===== src/verilog/ldtx_pkg.sv =====
// Package of offsets, field positions and constants of the TX config bank
package ldtx_pkg;

  // Bus geometry
  localparam int unsigned ADDR_W = 8;
  localparam int unsigned DATA_W = 32;
  localparam int unsigned REG_W = 8;

  // Register indices; byte address is four times the index
  localparam logic [5:0] IDX_SWING = 6'h0c;
  localparam logic [5:0] IDX_SHAPE = 6'h0d;
  localparam logic [5:0] IDX_CROSS = 6'h0e;
  localparam logic [5:0] IDX_BIAS_HI = 6'h0f;
  localparam logic [5:0] IDX_MON = 6'h10;
  localparam logic [5:0] IDX_THRESH = 6'h11;
  localparam logic [5:0] IDX_CTRL = 6'h18;
  localparam logic [5:0] IDX_STATUS = 6'h19;
  localparam logic [5:0] IDX_MASK = 6'h1a;

  // Values after reset
  localparam logic [7:0] REG_RESET = 8'h00;

  // Output shape register fields
  localparam int unsigned LEG_BIT = 7;
  localparam int unsigned MODE_BIT = 6;
  localparam int unsigned DELAY_BIT = 5;
  localparam int unsigned EDGE_BIT = 4;
  localparam int unsigned STRENGTH_W = 4;

  // Cross-point register fields
  localparam int unsigned SHIFT_SIGN_BIT = 7;
  localparam int unsigned SHIFT_MAG_W = 7;

  // Monitor register fields
  localparam int unsigned PD_MON_BIT = 6;
  localparam int unsigned BIAS_MON_BIT = 5;
  localparam int unsigned BIAS_LO_W = 2;
  localparam int unsigned BIAS_W = 10;

  // Control and event registers
  localparam int unsigned CTRL_EN_BIT = 0;
  localparam int unsigned CTRL_FAULT_BIT = 7;
  localparam int unsigned EVT_W = 2;
  localparam int unsigned EVT_FAULT_BIT = 0;
  localparam int unsigned EVT_CFG_BIT = 1;

  // Analog scale figures
  localparam int unsigned SWING_SPAN_MVPP = 2400;
  localparam int unsigned SWING_STEP_UVPP = 9500;
  localparam int unsigned OPEN_LOOP_UA_PER_CODE = 147;
  localparam int unsigned PD_UNIT_NA_LOW = 750;
  localparam int unsigned PD_UNIT_NA_MID = 1500;
  localparam int unsigned PD_UNIT_NA_HIGH = 3000;
  localparam int unsigned BIAS_CAP_MA = 150;

  typedef logic [17:0] ldtx_est_t;
  typedef logic [21:0] ldtx_pd_t;

endpackage

===== src/verilog/ldtx_config_regs.sv =====
// TX configuration register bank of the laser driver on classic Wishbone
`timescale 1ns/100ps
module ldtx_config_regs (
  input wire logic clk_i,
  input wire logic rst_i,
  // Wishbone classic slave
  input wire logic wb_cyc_i,
  input wire logic wb_stb_i,
  input wire logic wb_we_i,
  input wire logic [ldtx_pkg::ADDR_W-1:0] wb_adr_i,
  input wire logic [3:0] wb_sel_i,
  input wire logic [ldtx_pkg::DATA_W-1:0] wb_dat_i,
  output logic [ldtx_pkg::DATA_W-1:0] wb_dat_o,
  output logic wb_ack_o,
  // Analog side
  input wire logic [7:0] bias_meas_i,
  input wire logic [1:0] photodiode_range_i,
  // Driver controls
  output logic [7:0] swing_code_o,
  output logic output_leg_select_o,
  output logic drive_mode_select_o,
  output logic deemph_delay_select_o,
  output logic edge_rate_select_o,
  output logic [ldtx_pkg::STRENGTH_W-1:0] deemph_strength_o,
  output logic crossing_shift_sign_o,
  output logic [ldtx_pkg::SHIFT_MAG_W-1:0] crossing_shift_magnitude_o,
  output logic [ldtx_pkg::BIAS_W-1:0] laser_bias_code_o,
  output logic digital_pd_monitor_select_o,
  output logic digital_bias_monitor_select_o,
  output logic [7:0] bias_fault_threshold_code_o,
  output logic laser_bias_enable_o,
  output logic bias_drive_on_o,
  output logic bias_fault_o,
  output ldtx_pkg::ldtx_est_t open_loop_bias_ua_o,
  output ldtx_pkg::ldtx_pd_t pd_target_na_o,
  output logic irq_o
);

  logic [7:0] swing_q;
  logic [7:0] shape_q;
  logic [7:0] cross_q;
  logic [7:0] bias_hi_q;
  logic [7:0] mon_q;
  logic [7:0] thresh_q;
  logic bias_en_q;
  logic [ldtx_pkg::EVT_W-1:0] status_q;
  logic [ldtx_pkg::EVT_W-1:0] status_d;
  logic [ldtx_pkg::EVT_W-1:0] mask_q;
  logic [ldtx_pkg::EVT_W-1:0] events;
  logic ack_q;
  logic [ldtx_pkg::DATA_W-1:0] rdata_q;
  logic [7:0] rdata_d;
  ldtx_pkg::ldtx_est_t est_q;
  ldtx_pkg::ldtx_pd_t pd_q;
  ldtx_pkg::ldtx_pd_t pd_unit;
  logic [5:0] idx;
  logic req;
  logic wr;
  logic rd;
  logic cfg_wr;
  logic fault;
  logic fault_set;
  logic [ldtx_pkg::BIAS_W-1:0] bias_code;

  assign idx = wb_adr_i[ldtx_pkg::ADDR_W-1:2];
  // A new request is taken only while no answer is standing
  assign req = wb_cyc_i && wb_stb_i && !ack_q;
  // Writes land in the low byte lane; other lanes hold nothing
  assign wr = req && wb_we_i && wb_sel_i[0];
  assign rd = req && !wb_we_i;

  // Bus answer: one cycle after the request, dropped the next cycle
  always_ff @(posedge clk_i) begin
    if (rst_i) begin
      ack_q <= 1'b0;
    end else begin
      ack_q <= req;
    end
  end

  // Table registers
  always_ff @(posedge clk_i) begin
    if (rst_i) begin
      swing_q <= ldtx_pkg::REG_RESET;
      shape_q <= ldtx_pkg::REG_RESET;
      cross_q <= ldtx_pkg::REG_RESET;
      bias_hi_q <= ldtx_pkg::REG_RESET;
      mon_q <= ldtx_pkg::REG_RESET;
      thresh_q <= ldtx_pkg::REG_RESET;
    end else if (wr) begin
      case (idx)
        ldtx_pkg::IDX_SWING: swing_q <= wb_dat_i[7:0];
        ldtx_pkg::IDX_SHAPE: shape_q <= wb_dat_i[7:0];
        ldtx_pkg::IDX_CROSS: cross_q <= wb_dat_i[7:0];
        ldtx_pkg::IDX_BIAS_HI: bias_hi_q <= wb_dat_i[7:0];
        // Reserved bits are kept too, so they read back as written
        ldtx_pkg::IDX_MON: mon_q <= wb_dat_i[7:0];
        ldtx_pkg::IDX_THRESH: thresh_q <= wb_dat_i[7:0];
        default: ;
      endcase
    end
  end

  // Control and mask registers: bias enable, toggled by software to clear faults
  always_ff @(posedge clk_i) begin
    if (rst_i) begin
      bias_en_q <= 1'b0;
      mask_q <= '0;
    end else if (wr && idx == ldtx_pkg::IDX_CTRL) begin
      bias_en_q <= wb_dat_i[ldtx_pkg::CTRL_EN_BIT];
    end else if (wr && idx == ldtx_pkg::IDX_MASK) begin
      mask_q <= wb_dat_i[ldtx_pkg::EVT_W-1:0];
    end
  end

  assign cfg_wr = wr && (idx >= ldtx_pkg::IDX_SWING) &&
                  (idx <= ldtx_pkg::IDX_THRESH);

  always_comb begin
    events = '0;
    events[ldtx_pkg::EVT_FAULT_BIT] = fault_set;
    events[ldtx_pkg::EVT_CFG_BIT] = cfg_wr;
  end

  // Read clears the status, but an event in the same cycle survives
  always_comb begin
    status_d = status_q;
    if (rd && idx == ldtx_pkg::IDX_STATUS) begin
      status_d = '0;
    end
    status_d = status_d | events;
  end

  always_ff @(posedge clk_i) begin
    if (rst_i) begin
      status_q <= '0;
    end else begin
      status_q <= status_d;
    end
  end

  assign irq_o = |(status_q & mask_q);

  // Read multiplexer
  always_comb begin
    rdata_d = 8'h00;
    case (idx)
      ldtx_pkg::IDX_SWING: rdata_d = swing_q;
      ldtx_pkg::IDX_SHAPE: rdata_d = shape_q;
      ldtx_pkg::IDX_CROSS: rdata_d = cross_q;
      ldtx_pkg::IDX_BIAS_HI: rdata_d = bias_hi_q;
      ldtx_pkg::IDX_MON: rdata_d = mon_q;
      ldtx_pkg::IDX_THRESH: rdata_d = thresh_q;
      ldtx_pkg::IDX_CTRL: begin
        rdata_d[ldtx_pkg::CTRL_EN_BIT] = bias_en_q;
        rdata_d[ldtx_pkg::CTRL_FAULT_BIT] = fault;
      end
      ldtx_pkg::IDX_STATUS: rdata_d[ldtx_pkg::EVT_W-1:0] = status_q;
      ldtx_pkg::IDX_MASK: rdata_d[ldtx_pkg::EVT_W-1:0] = mask_q;
      default: rdata_d = 8'h00;
    endcase
  end

  always_ff @(posedge clk_i) begin
    if (rst_i) begin
      rdata_q <= '0;
    end else if (rd) begin
      rdata_q <= {24'h000000, rdata_d};
    end else if (req) begin
      rdata_q <= '0;
    end
  end

  assign wb_dat_o = rdata_q;
  assign wb_ack_o = ack_q;

  // Field fan-out to the driver
  assign swing_code_o = swing_q;
  assign output_leg_select_o = shape_q[ldtx_pkg::LEG_BIT];
  assign drive_mode_select_o = shape_q[ldtx_pkg::MODE_BIT];
  assign deemph_delay_select_o = shape_q[ldtx_pkg::DELAY_BIT];
  assign edge_rate_select_o = shape_q[ldtx_pkg::EDGE_BIT];
  assign deemph_strength_o = shape_q[ldtx_pkg::STRENGTH_W-1:0];
  assign crossing_shift_sign_o = cross_q[ldtx_pkg::SHIFT_SIGN_BIT];
  assign crossing_shift_magnitude_o =
    cross_q[ldtx_pkg::SHIFT_MAG_W-1:0];
  assign bias_code = {bias_hi_q, mon_q[ldtx_pkg::BIAS_LO_W-1:0]};
  assign laser_bias_code_o = bias_code;
  assign digital_pd_monitor_select_o = mon_q[ldtx_pkg::PD_MON_BIT];
  assign digital_bias_monitor_select_o =
    mon_q[ldtx_pkg::BIAS_MON_BIT];
  assign bias_fault_threshold_code_o = thresh_q;
  assign laser_bias_enable_o = bias_en_q;
  // A latched fault holds the bias off until software toggles enable
  assign bias_drive_on_o = bias_en_q && !fault;
  assign bias_fault_o = fault;

  // Photodiode current unit by range; 1x shares the top unit
  always_comb begin
    case (photodiode_range_i)
      2'b00: pd_unit = ldtx_pkg::ldtx_pd_t'(ldtx_pkg::PD_UNIT_NA_LOW);
      2'b01: pd_unit = ldtx_pkg::ldtx_pd_t'(ldtx_pkg::PD_UNIT_NA_MID);
      default: pd_unit = ldtx_pkg::ldtx_pd_t'(ldtx_pkg::PD_UNIT_NA_HIGH);
    endcase
  end

  // Digital estimates of the analog set points; the 150 mA ceiling
  // depends on the coupling ratio and is the analog loop's concern
  always_ff @(posedge clk_i) begin
    if (rst_i) begin
      est_q <= '0;
      pd_q <= '0;
    end else begin
      est_q <= ldtx_pkg::ldtx_est_t'(bias_code) *
               ldtx_pkg::ldtx_est_t'(ldtx_pkg::OPEN_LOOP_UA_PER_CODE);
      pd_q <= ldtx_pkg::ldtx_pd_t'(bias_code) * pd_unit;
    end
  end

  assign open_loop_bias_ua_o = est_q;
  assign pd_target_na_o = pd_q;

  ldtx_fault_mon u_fault (
    .clk_i(clk_i),
    .rst_i(rst_i),
    .bias_meas_i(bias_meas_i),
    .threshold_i(thresh_q),
    .digital_mon_i(mon_q[ldtx_pkg::BIAS_MON_BIT]),
    .laser_bias_enable_i(bias_en_q),
    .fault_o(fault),
    .fault_set_o(fault_set)
  );

  chk_ack_single: assert property (
    @(posedge clk_i) disable iff (rst_i)
    wb_ack_o |=> !wb_ack_o)
    else $error("ack held for more than one cycle");

  chk_swing_write: assert property (
    @(posedge clk_i) disable iff (rst_i)
    wr && idx == ldtx_pkg::IDX_SWING |=>
      swing_code_o == $past(wb_dat_i[7:0]) && wb_ack_o)
    else $error("swing code not taken from write");

  chk_leg_mode: assert property (
    @(posedge clk_i) disable iff (rst_i)
    wr && idx == ldtx_pkg::IDX_SHAPE |=>
      output_leg_select_o == $past(wb_dat_i[7]) &&
      drive_mode_select_o == $past(wb_dat_i[6]))
    else $error("leg or mode select wrong after write");

  chk_deemph_fields: assert property (
    @(posedge clk_i) disable iff (rst_i)
    wr && idx == ldtx_pkg::IDX_SHAPE |=>
      deemph_delay_select_o == $past(wb_dat_i[5]) &&
      edge_rate_select_o == $past(wb_dat_i[4]) &&
      deemph_strength_o == $past(wb_dat_i[3:0]))
    else $error("de-emphasis or edge fields wrong after write");

  chk_cross_fields: assert property (
    @(posedge clk_i) disable iff (rst_i)
    wr && idx == ldtx_pkg::IDX_CROSS |=>
      {crossing_shift_sign_o, crossing_shift_magnitude_o} ==
      $past(wb_dat_i[7:0]))
    else $error("cross-point fields wrong after write");

  chk_bias_join: assert property (
    @(posedge clk_i) disable iff (rst_i)
    wr && idx == ldtx_pkg::IDX_MON |=>
      laser_bias_code_o[1:0] == $past(wb_dat_i[1:0]) &&
      digital_bias_monitor_select_o == $past(wb_dat_i[5]) &&
      digital_pd_monitor_select_o == $past(wb_dat_i[6]))
    else $error("monitor fields or bias low bits wrong");

  chk_open_loop: assert property (
    @(posedge clk_i) disable iff (rst_i)
    ##1 open_loop_bias_ua_o ==
      18'(32'($past(laser_bias_code_o)) * ldtx_pkg::OPEN_LOOP_UA_PER_CODE))
    else $error("open-loop estimate wrong");

  chk_pd_range: assert property (
    @(posedge clk_i) disable iff (rst_i)
    photodiode_range_i == 2'b01 |=>
      pd_target_na_o ==
        22'(32'($past(laser_bias_code_o)) * ldtx_pkg::PD_UNIT_NA_MID))
    else $error("photodiode target wrong for middle range");

  chk_readback: assert property (
    @(posedge clk_i) disable iff (rst_i)
    rd && idx == ldtx_pkg::IDX_THRESH |=>
      wb_ack_o && wb_dat_o == {24'h000000, $past(thresh_q)})
    else $error("threshold read-back wrong");

  chk_status_sticky: assert property (
    @(posedge clk_i) disable iff (rst_i)
    fault_set |=> status_q[ldtx_pkg::EVT_FAULT_BIT])
    else $error("fault event lost in status");

  chk_bias_off: assert property (
    @(posedge clk_i) disable iff (rst_i)
    bias_fault_o |-> !bias_drive_on_o)
    else $error("bias drive on during fault");

  chk_status_clear: assert property (
    @(posedge clk_i) disable iff (rst_i)
    rd && idx == ldtx_pkg::IDX_STATUS |=> status_q == $past(events))
    else $error("status not cleared by read");

  chk_bias_high: assert property (
    @(posedge clk_i) disable iff (rst_i)
    wr && idx == ldtx_pkg::IDX_BIAS_HI |=>
      laser_bias_code_o[9:2] == $past(wb_dat_i[7:0]))
    else $error("bias high bits not taken from write");

  chk_thresh_write: assert property (
    @(posedge clk_i) disable iff (rst_i)
    wr && idx == ldtx_pkg::IDX_THRESH |=>
      bias_fault_threshold_code_o == $past(wb_dat_i[7:0]))
    else $error("threshold not taken from write");

  chk_lane_drop: assert property (
    @(posedge clk_i) disable iff (rst_i)
    req && wb_we_i && !wb_sel_i[0] |=>
      $stable(swing_q) && $stable(shape_q) && $stable(mon_q) &&
      $stable(thresh_q) && $stable(bias_en_q))
    else $error("write with low lane disabled changed state");

  chk_reset_clear: assert property (
    @(posedge clk_i)
    rst_i |=> {swing_q, shape_q, cross_q} == 24'h000000 &&
      {bias_hi_q, mon_q, thresh_q} == 24'h000000 && !wb_ack_o)
    else $error("registers not cleared by reset");

endmodule


===== src/verilog/ldtx_fault_mon.sv =====
// Bias-fault detector with latched fault and enable-toggle clear
`timescale 1ns/100ps
module ldtx_fault_mon (
  input wire logic clk_i,
  input wire logic rst_i,
  input wire logic [7:0] bias_meas_i,
  input wire logic [7:0] threshold_i,
  input wire logic digital_mon_i,
  input wire logic laser_bias_enable_i,
  output logic fault_o,
  output logic fault_set_o
);

  logic [7:0] meas_s1_q;
  logic [7:0] meas_s2_q;
  logic fault_q;
  logic trip;

  // Measurement arrives from the analog side
  always_ff @(posedge clk_i) begin
    if (rst_i) begin
      meas_s1_q <= 8'h00;
      meas_s2_q <= 8'h00;
    end else begin
      meas_s1_q <= bias_meas_i;
      meas_s2_q <= meas_s1_q;
    end
  end

  assign trip = digital_mon_i && laser_bias_enable_i && !fault_q &&
                (meas_s2_q >= threshold_i);

  // Reset or a low enable releases the latch; setting needs enable high
  always_ff @(posedge clk_i) begin
    if (rst_i) begin
      fault_q <= 1'b0;
    end else if (!laser_bias_enable_i) begin
      fault_q <= 1'b0;
    end else if (trip) begin
      fault_q <= 1'b1;
    end
  end

  assign fault_o = fault_q;
  assign fault_set_o = trip;

  chk_fault_release: assert property (
    @(posedge clk_i) disable iff (rst_i)
    !laser_bias_enable_i |=> !fault_q)
    else $error("fault not released by low enable");

  chk_fault_trip: assert property (
    @(posedge clk_i) disable iff (rst_i)
    trip |=> fault_q)
    else $error("fault not latched after trip");

endmodule


===== config.mk =====
export PLATFORM = sky130hd
export DESIGN_NAME = ldtx_config_regs
export DESIGN_NICKNAME = d
export VERILOG_FILES = /design/src/verilog/ldtx_pkg.sv /design/src/verilog/ldtx_config_regs.sv /design/src/verilog/ldtx_fault_mon.sv
export SDC_FILE = /design/constraint.sdc
export NUM_CORES = 1
export LEC_CHECK = 0
export ABC_AREA = 0
export ABC_CLOCK_PERIOD_IN_PS = 7200
export CAP_MARGIN = 0
export CORE_MARGIN = 3
export CORE_UTILIZATION = 40
export CTS_CLUSTER_SIZE = 40
export DETAILED_ROUTE_END_ITERATION = 8
export DONT_BUFFER_PORTS = 1
export PLACE_DENSITY_LB_ADDON = 0.2
export SLEW_MARGIN = 20
export SYNTH_ARGS = -nofsm -noshare
export SYNTH_HDL_FRONTEND = slang
export SYNTH_SLANG_ARGS = --single-unit

===== constraint.sdc =====
create_clock -name clk_i -period 7.2 [get_ports clk_i]
set_input_delay 1.44 -clock clk_i [delete_from_list [all_inputs] [get_ports clk_i]]
set_output_delay 1.44 -clock clk_i [all_outputs]
set_load 0.01 [all_outputs]

==> metrics.md, run 1 <==
| Metric | Value |
|---|---|
| Status | `complete, no violations` |
| Gr ovfl total | `0` |
| Power Dens Cells | `about 160 mW/mm²` |
| Initial DRT Pass Iterations | `5` |
| Leakage | `slightly below 5 nW` |
| Routed Antenna Nets | `0` |
| Wire per inst | `17.1 µm` |
| Iter 0 DRT Violations | `between 300 and 400` |
| Startpoint Class | `input pin` |
| CTS tree | `yes` |
| Top post-synthesis cells by area | `dfxtp_1, fa_1, ha_1` |
| DIE AREA | `~0.025 mm²` |
| Post-CTS setup buffer count | `0` |
| Final hold violations | `0` |
| Final Cycle Share | `0.853` |
| RD Place Congestion | `between 0.8 and 0.9` |
| Routed WL | `~22000 µm` |
| Gr usage total | `0.177` |
| Yosys warns | `0` |
| Fraction of layout cells with a size suffix above 1 | `0.0624` |
| Share of the yosys chip area belonging to registers | `0.256` |
| Vias in the first global route | `6516` |
| Synth area leader | `dfxtp_1` |
| Cell Area, Synth | `slightly above 0.009 mm²` |
| # H-tree levels | `4` |
| Power Total | `1.56 mW` |
| Pre-CTS setup slack | `635 ps` |
| Die Ht | `about 160 µm` |
| Final setup viols | `0` |
| Vias | `roughly 6500` |
| IO Count | `180` |
| Largest net degree at the start of global routing | `123` |
| Area of the core | `0.0222 mm²` |
| CTS Buf Count | `17` |
| Hpwl dp | `16400 µm` |
| Root Buffer | `clkbuf_16` |
| Final Net Count | `roughly 1200` |
| P&R area growth vs syn | `8.15%` |
| Top_reg_cell synth | `dfxtp_1` |
| Rel. slew slack | `0.358` |
| Cts repair resizes | `0` |
| Clk sinks | `118` |
| Die width | `between 150 and 200 µm` |
| HP Class | `reg2reg` |
| Clock latency on the worst-skew pair | `roughly 420 ps` |
| N_diodes | `0` |
| Number of synthesized flops with an enable pin | `0` |
| Cts hold-fix bufs | `0` |
| # rows | `between 50 and 60` |
| RSZ-0062 raised after global routing | `no` |
| Worst Path Max Fanout | `28` |
| PortBufs | `0` |
| VDD IR max | `about 0.14 mV` |
| Starting Density | `0.416` |
| Initial antenna violation count | `0` |
| Slew at the pin closest to its max-slew limit | `between 900 and 1000 ps` |
| Final TNS setup | `0 ps` |
| Critical Path Sink Type | `flop` |
| Yosys top cell area share | `0.256` |
| First-pass GRT wire length | `34700 µm` |
| Crit path DAT | `about 6500 ps` |
| Worst reg-to-reg setup slack | `~1600 ps` |
| Vias/cell | `approximately 5.1` |
| Number of cells produced by synthesis | `987` |
| DRC | `0` |
| Final Skew | `approximately 14 ps` |
| Yosys reg bits | `approximately 120` |
| Mapped Avg Cell Area | `9.36 µm²` |
| Final Critical Period | `6140 ps` |
| Final worst slack | `around 1100 ps` |
| Post-synth ARST share | `0` |
| Yosys cell types | `67` |
| Crit Path Class | `in2reg` |
| Fmax | `approximately 0.16 GHz` |
| Count of final max-slew check failures | `0` |
| Reg clk slew, reported paths | `about 60 ps` |
| Max-cap viol count | `0` |
| CP required | `7500 ps` |
| Max clock buf depth | `2` |
[per-layer routing]
layer	track usage	part of all wire
met1	0.237	0.46
met5	0	0
met2	0.286	0.47
met4	0.0483	0.011
met3	0.0446	0.057
[layout make-up]
cell class                 instances  area (µm²)
multi-input combinational        706        6140
timing repair buffer               9        67.6
fill                            2151       12200
tap                              280         350
sequential                       118        2360
clock buffer                      19         453
clock inverter                    13         145
inverter                         128         480
[worst paths after layout]
| check | from | endpoint | depth (start not counted) |
|---|---|---|---|
| max | photodiode_range_i[1] | pd_target_na_o[18] | 16 |
| min | u_fault.meas_s1_q[1] | u_fault.meas_s2_q[1] | 1 |
| max reg2reg | bias_hi_q[7] | pd_target_na_o[19] | 16 |
| min reg2reg | u_fault.meas_s1_q[1] | u_fault.meas_s2_q[1] | 1 |
[cells by family (layout without fill, tap and decap cells)]
group	after synthesis	in the layout	share of synthesized area
XOR/XNOR	15	15	0.0142
AO/OA/AOI/OAI	138	138	0.103
other	1	25	0.000406
flip-flops	118	118	0.256
adder cells (fa/ha/maj)	184	184	0.309
multiplexers	61	61	0.0672
AND/OR/NAND/NOR	283	283	0.160
buffers and inverters	187	169	0.0902
[registers in the layout, indices dropped and copies added (netlist names)]
register and flops:
u_fault.meas_s1_q 8, shape_q 8, wb_ack_o 1, cross_q 8, pd_target_na_o 21, mon_q 8, swing_code_o 8, open_loop_bias_ua_o 18
mask_q 2, bias_fault_threshold_code_o 8, wb_dat_o 8, bias_hi_q 8, laser_bias_enable_o 1, u_fault.fault_o 1, status_q 2, u_fault.meas_s2_q 8
[worst max-delay path: stages]
cell,delay (ps)
nand2b_1,350
and2_1,250
inv_1,70
fa_1,500
inv_1,50
fa_1,460
fa_1,570
fa_1,560
inv_1,60
fa_1,530
inv_1,40
ha_1,360
a21oi_1,320
o211ai_1,120
a221oi_1,370
mux2_2,370
[cells in the final DEF (no fill, tap or decap), types with 9 or more instances in the layout]
master / count
dfxtp_1: 118
nor2_1: 101
inv_1: 128
o21ai_0: 15
a21oi_1: 30
mux2i_1: 53
nor3_1: 21
ha_1: 110
and2_1: 22
nand2b_1: 9
conb_1: 25
a22oi_1: 23
buf_4: 9
clkbuf_16: 17
a21o_1: 16
o21a_1: 12
nand2_1: 42
fa_1: 74
nor2b_1: 42
[cell usage after synthesis, types with 3 or more instances]
cell / count
inv_1: 128
dfxtp_1: 118
ha_1: 110
nor2_1: 101
fa_1: 74
mux2i_1: 53
nand2_1: 42
nor2b_1: 42
a21oi_1: 30
buf_4: 30
a22oi_1: 23
and2_1: 22
clkbuf_1: 22
nor3_1: 21
a21o_1: 16
o21ai_0: 15
o21a_1: 12
nand2b_1: 9
a211oi_1: 8
xor2_1: 8
mux2_2: 7
nand4_1: 7
xnor2_1: 7
a22o_1: 6
and3_1: 6
nand3_1: 5
o211ai_1: 5
nor3_4: 4
or2_2: 4
buf_2: 3
[report_power, final]
group          internal (mW)  total [mW]  switching (mW)
sequential             0.658       0.659         0.00162
clock                  0.531       0.869           0.337
combinational         0.0124      0.0335          0.0210
[per-stage QoR]
stage / hold WS (ps) / area, µm² / std cells / utilization
floorplan: 414 / 9330 / 1011 / -
global placement: 424 / 9400 / 1241 / 0.423
detailed placement: 420 / 9400 / 1241 / 0.423
CTS: 433 / 9990 / 1273 / 0.450
global route: 445 / 9990 / 1273 / 0.450
finish: 428 / 9990 / 1273 / 0.450
Note: power is estimated with default switching activity, not from simulation.
==> run 2: changes to the inputs <==
--- a/config.mk
+++ b/config.mk
@@ -9,11 +9,10 @@
 export ABC_CLOCK_PERIOD_IN_PS = 7200
 export CAP_MARGIN = 0
 export CORE_MARGIN = 3
-export CORE_UTILIZATION = 40
+export CORE_UTILIZATION = 50
 export CTS_CLUSTER_SIZE = 40
 export DETAILED_ROUTE_END_ITERATION = 8
 export DONT_BUFFER_PORTS = 1
-export PLACE_DENSITY_LB_ADDON = 0.2
 export SLEW_MARGIN = 20
 export SYNTH_ARGS = -nofsm -noshare
 export SYNTH_HDL_FRONTEND = slang
==> run 2 against run 1 <==
  * Combinational power barely moved
  * Maximum frequency fell by 0.65%
  * Sequential cell count did not move
  * Via count fell by 0.46%
  * Critical path depth did not move
  * Clock power fell by 1%
  * Clock-buffer cell count did not move
  * Critical endpoint unchanged
==> metrics.md, run 2 (synthesis results as in run 1) <==
| Metric | Value |
|---|---|
| Status | `complete, no violations` |
| Final Critical Period | `6180 ps (+40.3 ps)` |
| Hpwl dp | `15900 µm (-3.3%)` |
| Iter 0 DRT Violations | `355 (+9.9%)` |
| Fraction of layout cells with a size suffix above 1 | `0.0605 (-0.00189)` |
| Slew at the pin closest to its max-slew limit | `1060 ps (+98.7 ps)` |
| Vias | `6480 (-0.46%)` |
| Startpoint Class | `input pin` |
| RD Place Congestion | `0.868 (-0.16%)` |
| Wire per inst | `17.2 µm (+0.76%)` |
| Clock latency on the worst-skew pair | `420 ps (about the same)` |
| Die width | `142 µm (-10%)` |
| Power Dens Cells | `156 mW/mm² (+0.10%)` |
| Final Net Count | `1221 (-0.16%)` |
| DIE AREA | `0.0201 mm² (-19%)` |
| CTS tree | `yes` |
| Starting Density | `0.511 (+0.0952)` |
| # rows | `49 (-9.3%)` |
| RSZ-0062 raised after global routing | `no` |
| Die Ht | `142 µm (-10%)` |
| Cts hold-fix bufs | `0 (unchanged)` |
| Final TNS setup | `0 ps (unchanged)` |
| Vias/cell | `5.31 (+3.9%)` |
| N_diodes | `0 (unchanged)` |
| Final worst slack | `1020 ps (-40.3 ps)` |
| Critical Path Sink Type | `flop` |
| Final Cell Area | `0.00991 mm² (-0.80%)` |
| HP Class | `reg2reg` |
| CP required | `7510 ps (about the same)` |
| Final Skew | `9.74 ps (-3.82 ps)` |
| IO Count | `180 (unchanged)` |
| VDD IR max | `0.145 mV (+1.1%)` |
| First-pass GRT wire length | `33900 µm (-2.3%)` |
| # H-tree levels | `4 (unchanged)` |
| Gr ovfl total | `0 (unchanged)` |
| Reg clk slew, reported paths | `60 ps (about the same)` |
| Initial DRT Pass Iterations | `4 (-1)` |
| PortBufs | `0 (unchanged)` |
| FILL cells | `1669 (-22%)` |
| CP peak stage delay | `560 ps (about the same)` |
| Max-cap viol count | `0 (unchanged)` |
| Crit Path Class | `in2reg` |
| Leakage | `4.87 nW (-0.30%)` |
| Final setup viols | `0 (unchanged)` |
| Crit path buffers/inverters | `4 (unchanged)` |
| CTS Buf Count | `17 (unchanged)` |
| Most frequent cells in the layout | `inv_1, dfxtp_1, ha_1, nor2_1, fa_1` |
| Vias in the first global route | `6387 (-2.0%)` |
| Cts repair resizes | `0 (unchanged)` |
| Final hold violations | `0 (unchanged)` |
| Rel. slew slack | `0.292 (-0.0659)` |
| Critical path's slowest cell | `fa_1` |
| Fmax | `0.162 GHz (-0.65%)` |
| Leading cell type in the layout, fill and taps excluded | `inv_1` |
| Area of the core | `0.0181 mm² (-19%)` |
| Routed WL | `21000 µm (-3.4%)` |
| Cell family with most CP delay | `adder cells` |
| Gr usage total | `0.213 (+0.0357)` |
| Worst-path cell chain | `nand2b_1 -> and2_1 -> inv_1 -> fa_1 -> inv_1 -> fa_1 -> fa_1 -> fa_1 -> inv_1 -> fa_1 -> inv_1 -> ha_1 -> a21oi_1 -> o211ai_1 -> a221oi_1 -> mux2_2` |
| DRC | `0 (unchanged)` |
| Largest register FFs | `21 (unchanged)` |
| Routed Antenna Nets | `0 (unchanged)` |
| Worst Path Max Fanout | `28 (unchanged)` |
| Root Buffer | `clkbuf_16` |
| Crit path DAT | `6490 ps (+40 ps)` |
| Initial antenna violation count | `0 (unchanged)` |
| Pre-CTS setup slack | `607 ps (-28.0 ps)` |
| Clk sinks | `118 (unchanged)` |
| Count of final max-slew check failures | `0 (unchanged)` |
| Cell mode on critical path | `fa_1` |
| P&R area growth vs syn | `7.28%` |
| Cell area after placement | `0.00932 mm² (-0.84%)` |
| Post-CTS setup buffer count | `0 (unchanged)` |
| Max clock buf depth | `2 (unchanged)` |
| Largest net degree at the start of global routing | `123 (unchanged)` |
| Final Cycle Share | `0.859 (+0.00560)` |
==> run 2: stage by stage <==
step                      total power [mW]  hold WS [ps]  std cells  utilization
final                                 1.55           434       1220        0.548
after global placement               0.707           424       1188        0.515
after floorplan                      0.726           414       1011            -
after global routing                  1.61           454       1220        0.548
after CTS                             1.57           437       1220        0.548
after detailed placement             0.707           424       1188        0.515
==> run 2: cell type report <==
class                      instances  area (µm²)  area share
clock buffer                      19         453      0.0457
multi-input combinational        706        6140       0.619
timing repair buffer               7        52.6     0.00530
clock inverter                    13         144      0.0145
inverter                         128         480      0.0485
sequential                       118        2360       0.238
tap                              229         287      0.0289
==> run 2: path summary, 6_finish.rpt <==
| check | slack, ps | from | endpoint | depth (start not counted) |
|---|---|---|---|---|
| setup / recovery | 1020 | photodiode_range_i[1] | pd_target_na_o[18] | 16 |
| hold / removal | 430 | u_fault.meas_s1_q[4] | u_fault.meas_s2_q[4] | 1 |
| setup reg to reg | 1410 | mon_q[1] | pd_target_na_o[18] | 17 |
| hold reg to reg | 430 | u_fault.meas_s1_q[4] | u_fault.meas_s2_q[4] | 1 |
==> run 2: report_power, final <==
part,switching (mW),internal (mW),leakage (nW)
Sequential,0.00176,0.658,0.954
Clock,0.327,0.531,0.283
Combinational,0.0214,0.0124,3.63
Total,0.350,1.20,4.87
==> run 2: worst reg2reg max path, stage by stage (launching register included) <==
cell and delay [ps]:
dfxtp_1 840, inv_1 290, nor2_1 200, fa_1 470, inv_1 100, fa_1 430, fa_1 500, inv_1 60
fa_1 560, inv_1 60, fa_1 530, inv_1 40, ha_1 370, o21a_1 150, o211ai_1 210, a21oi_1 140
a221oi_1 360, mux2_2 370
==> run 2: routing by layer <==
layer,vias to the layer above,global-route usage,share of wire
met3,19,0.0622,0.059
met4,0,0.0460,0.0099
li1,3239,-,-
met2,165,0.341,0.47
met5,-,0,0
met1,3057,0.288,0.46
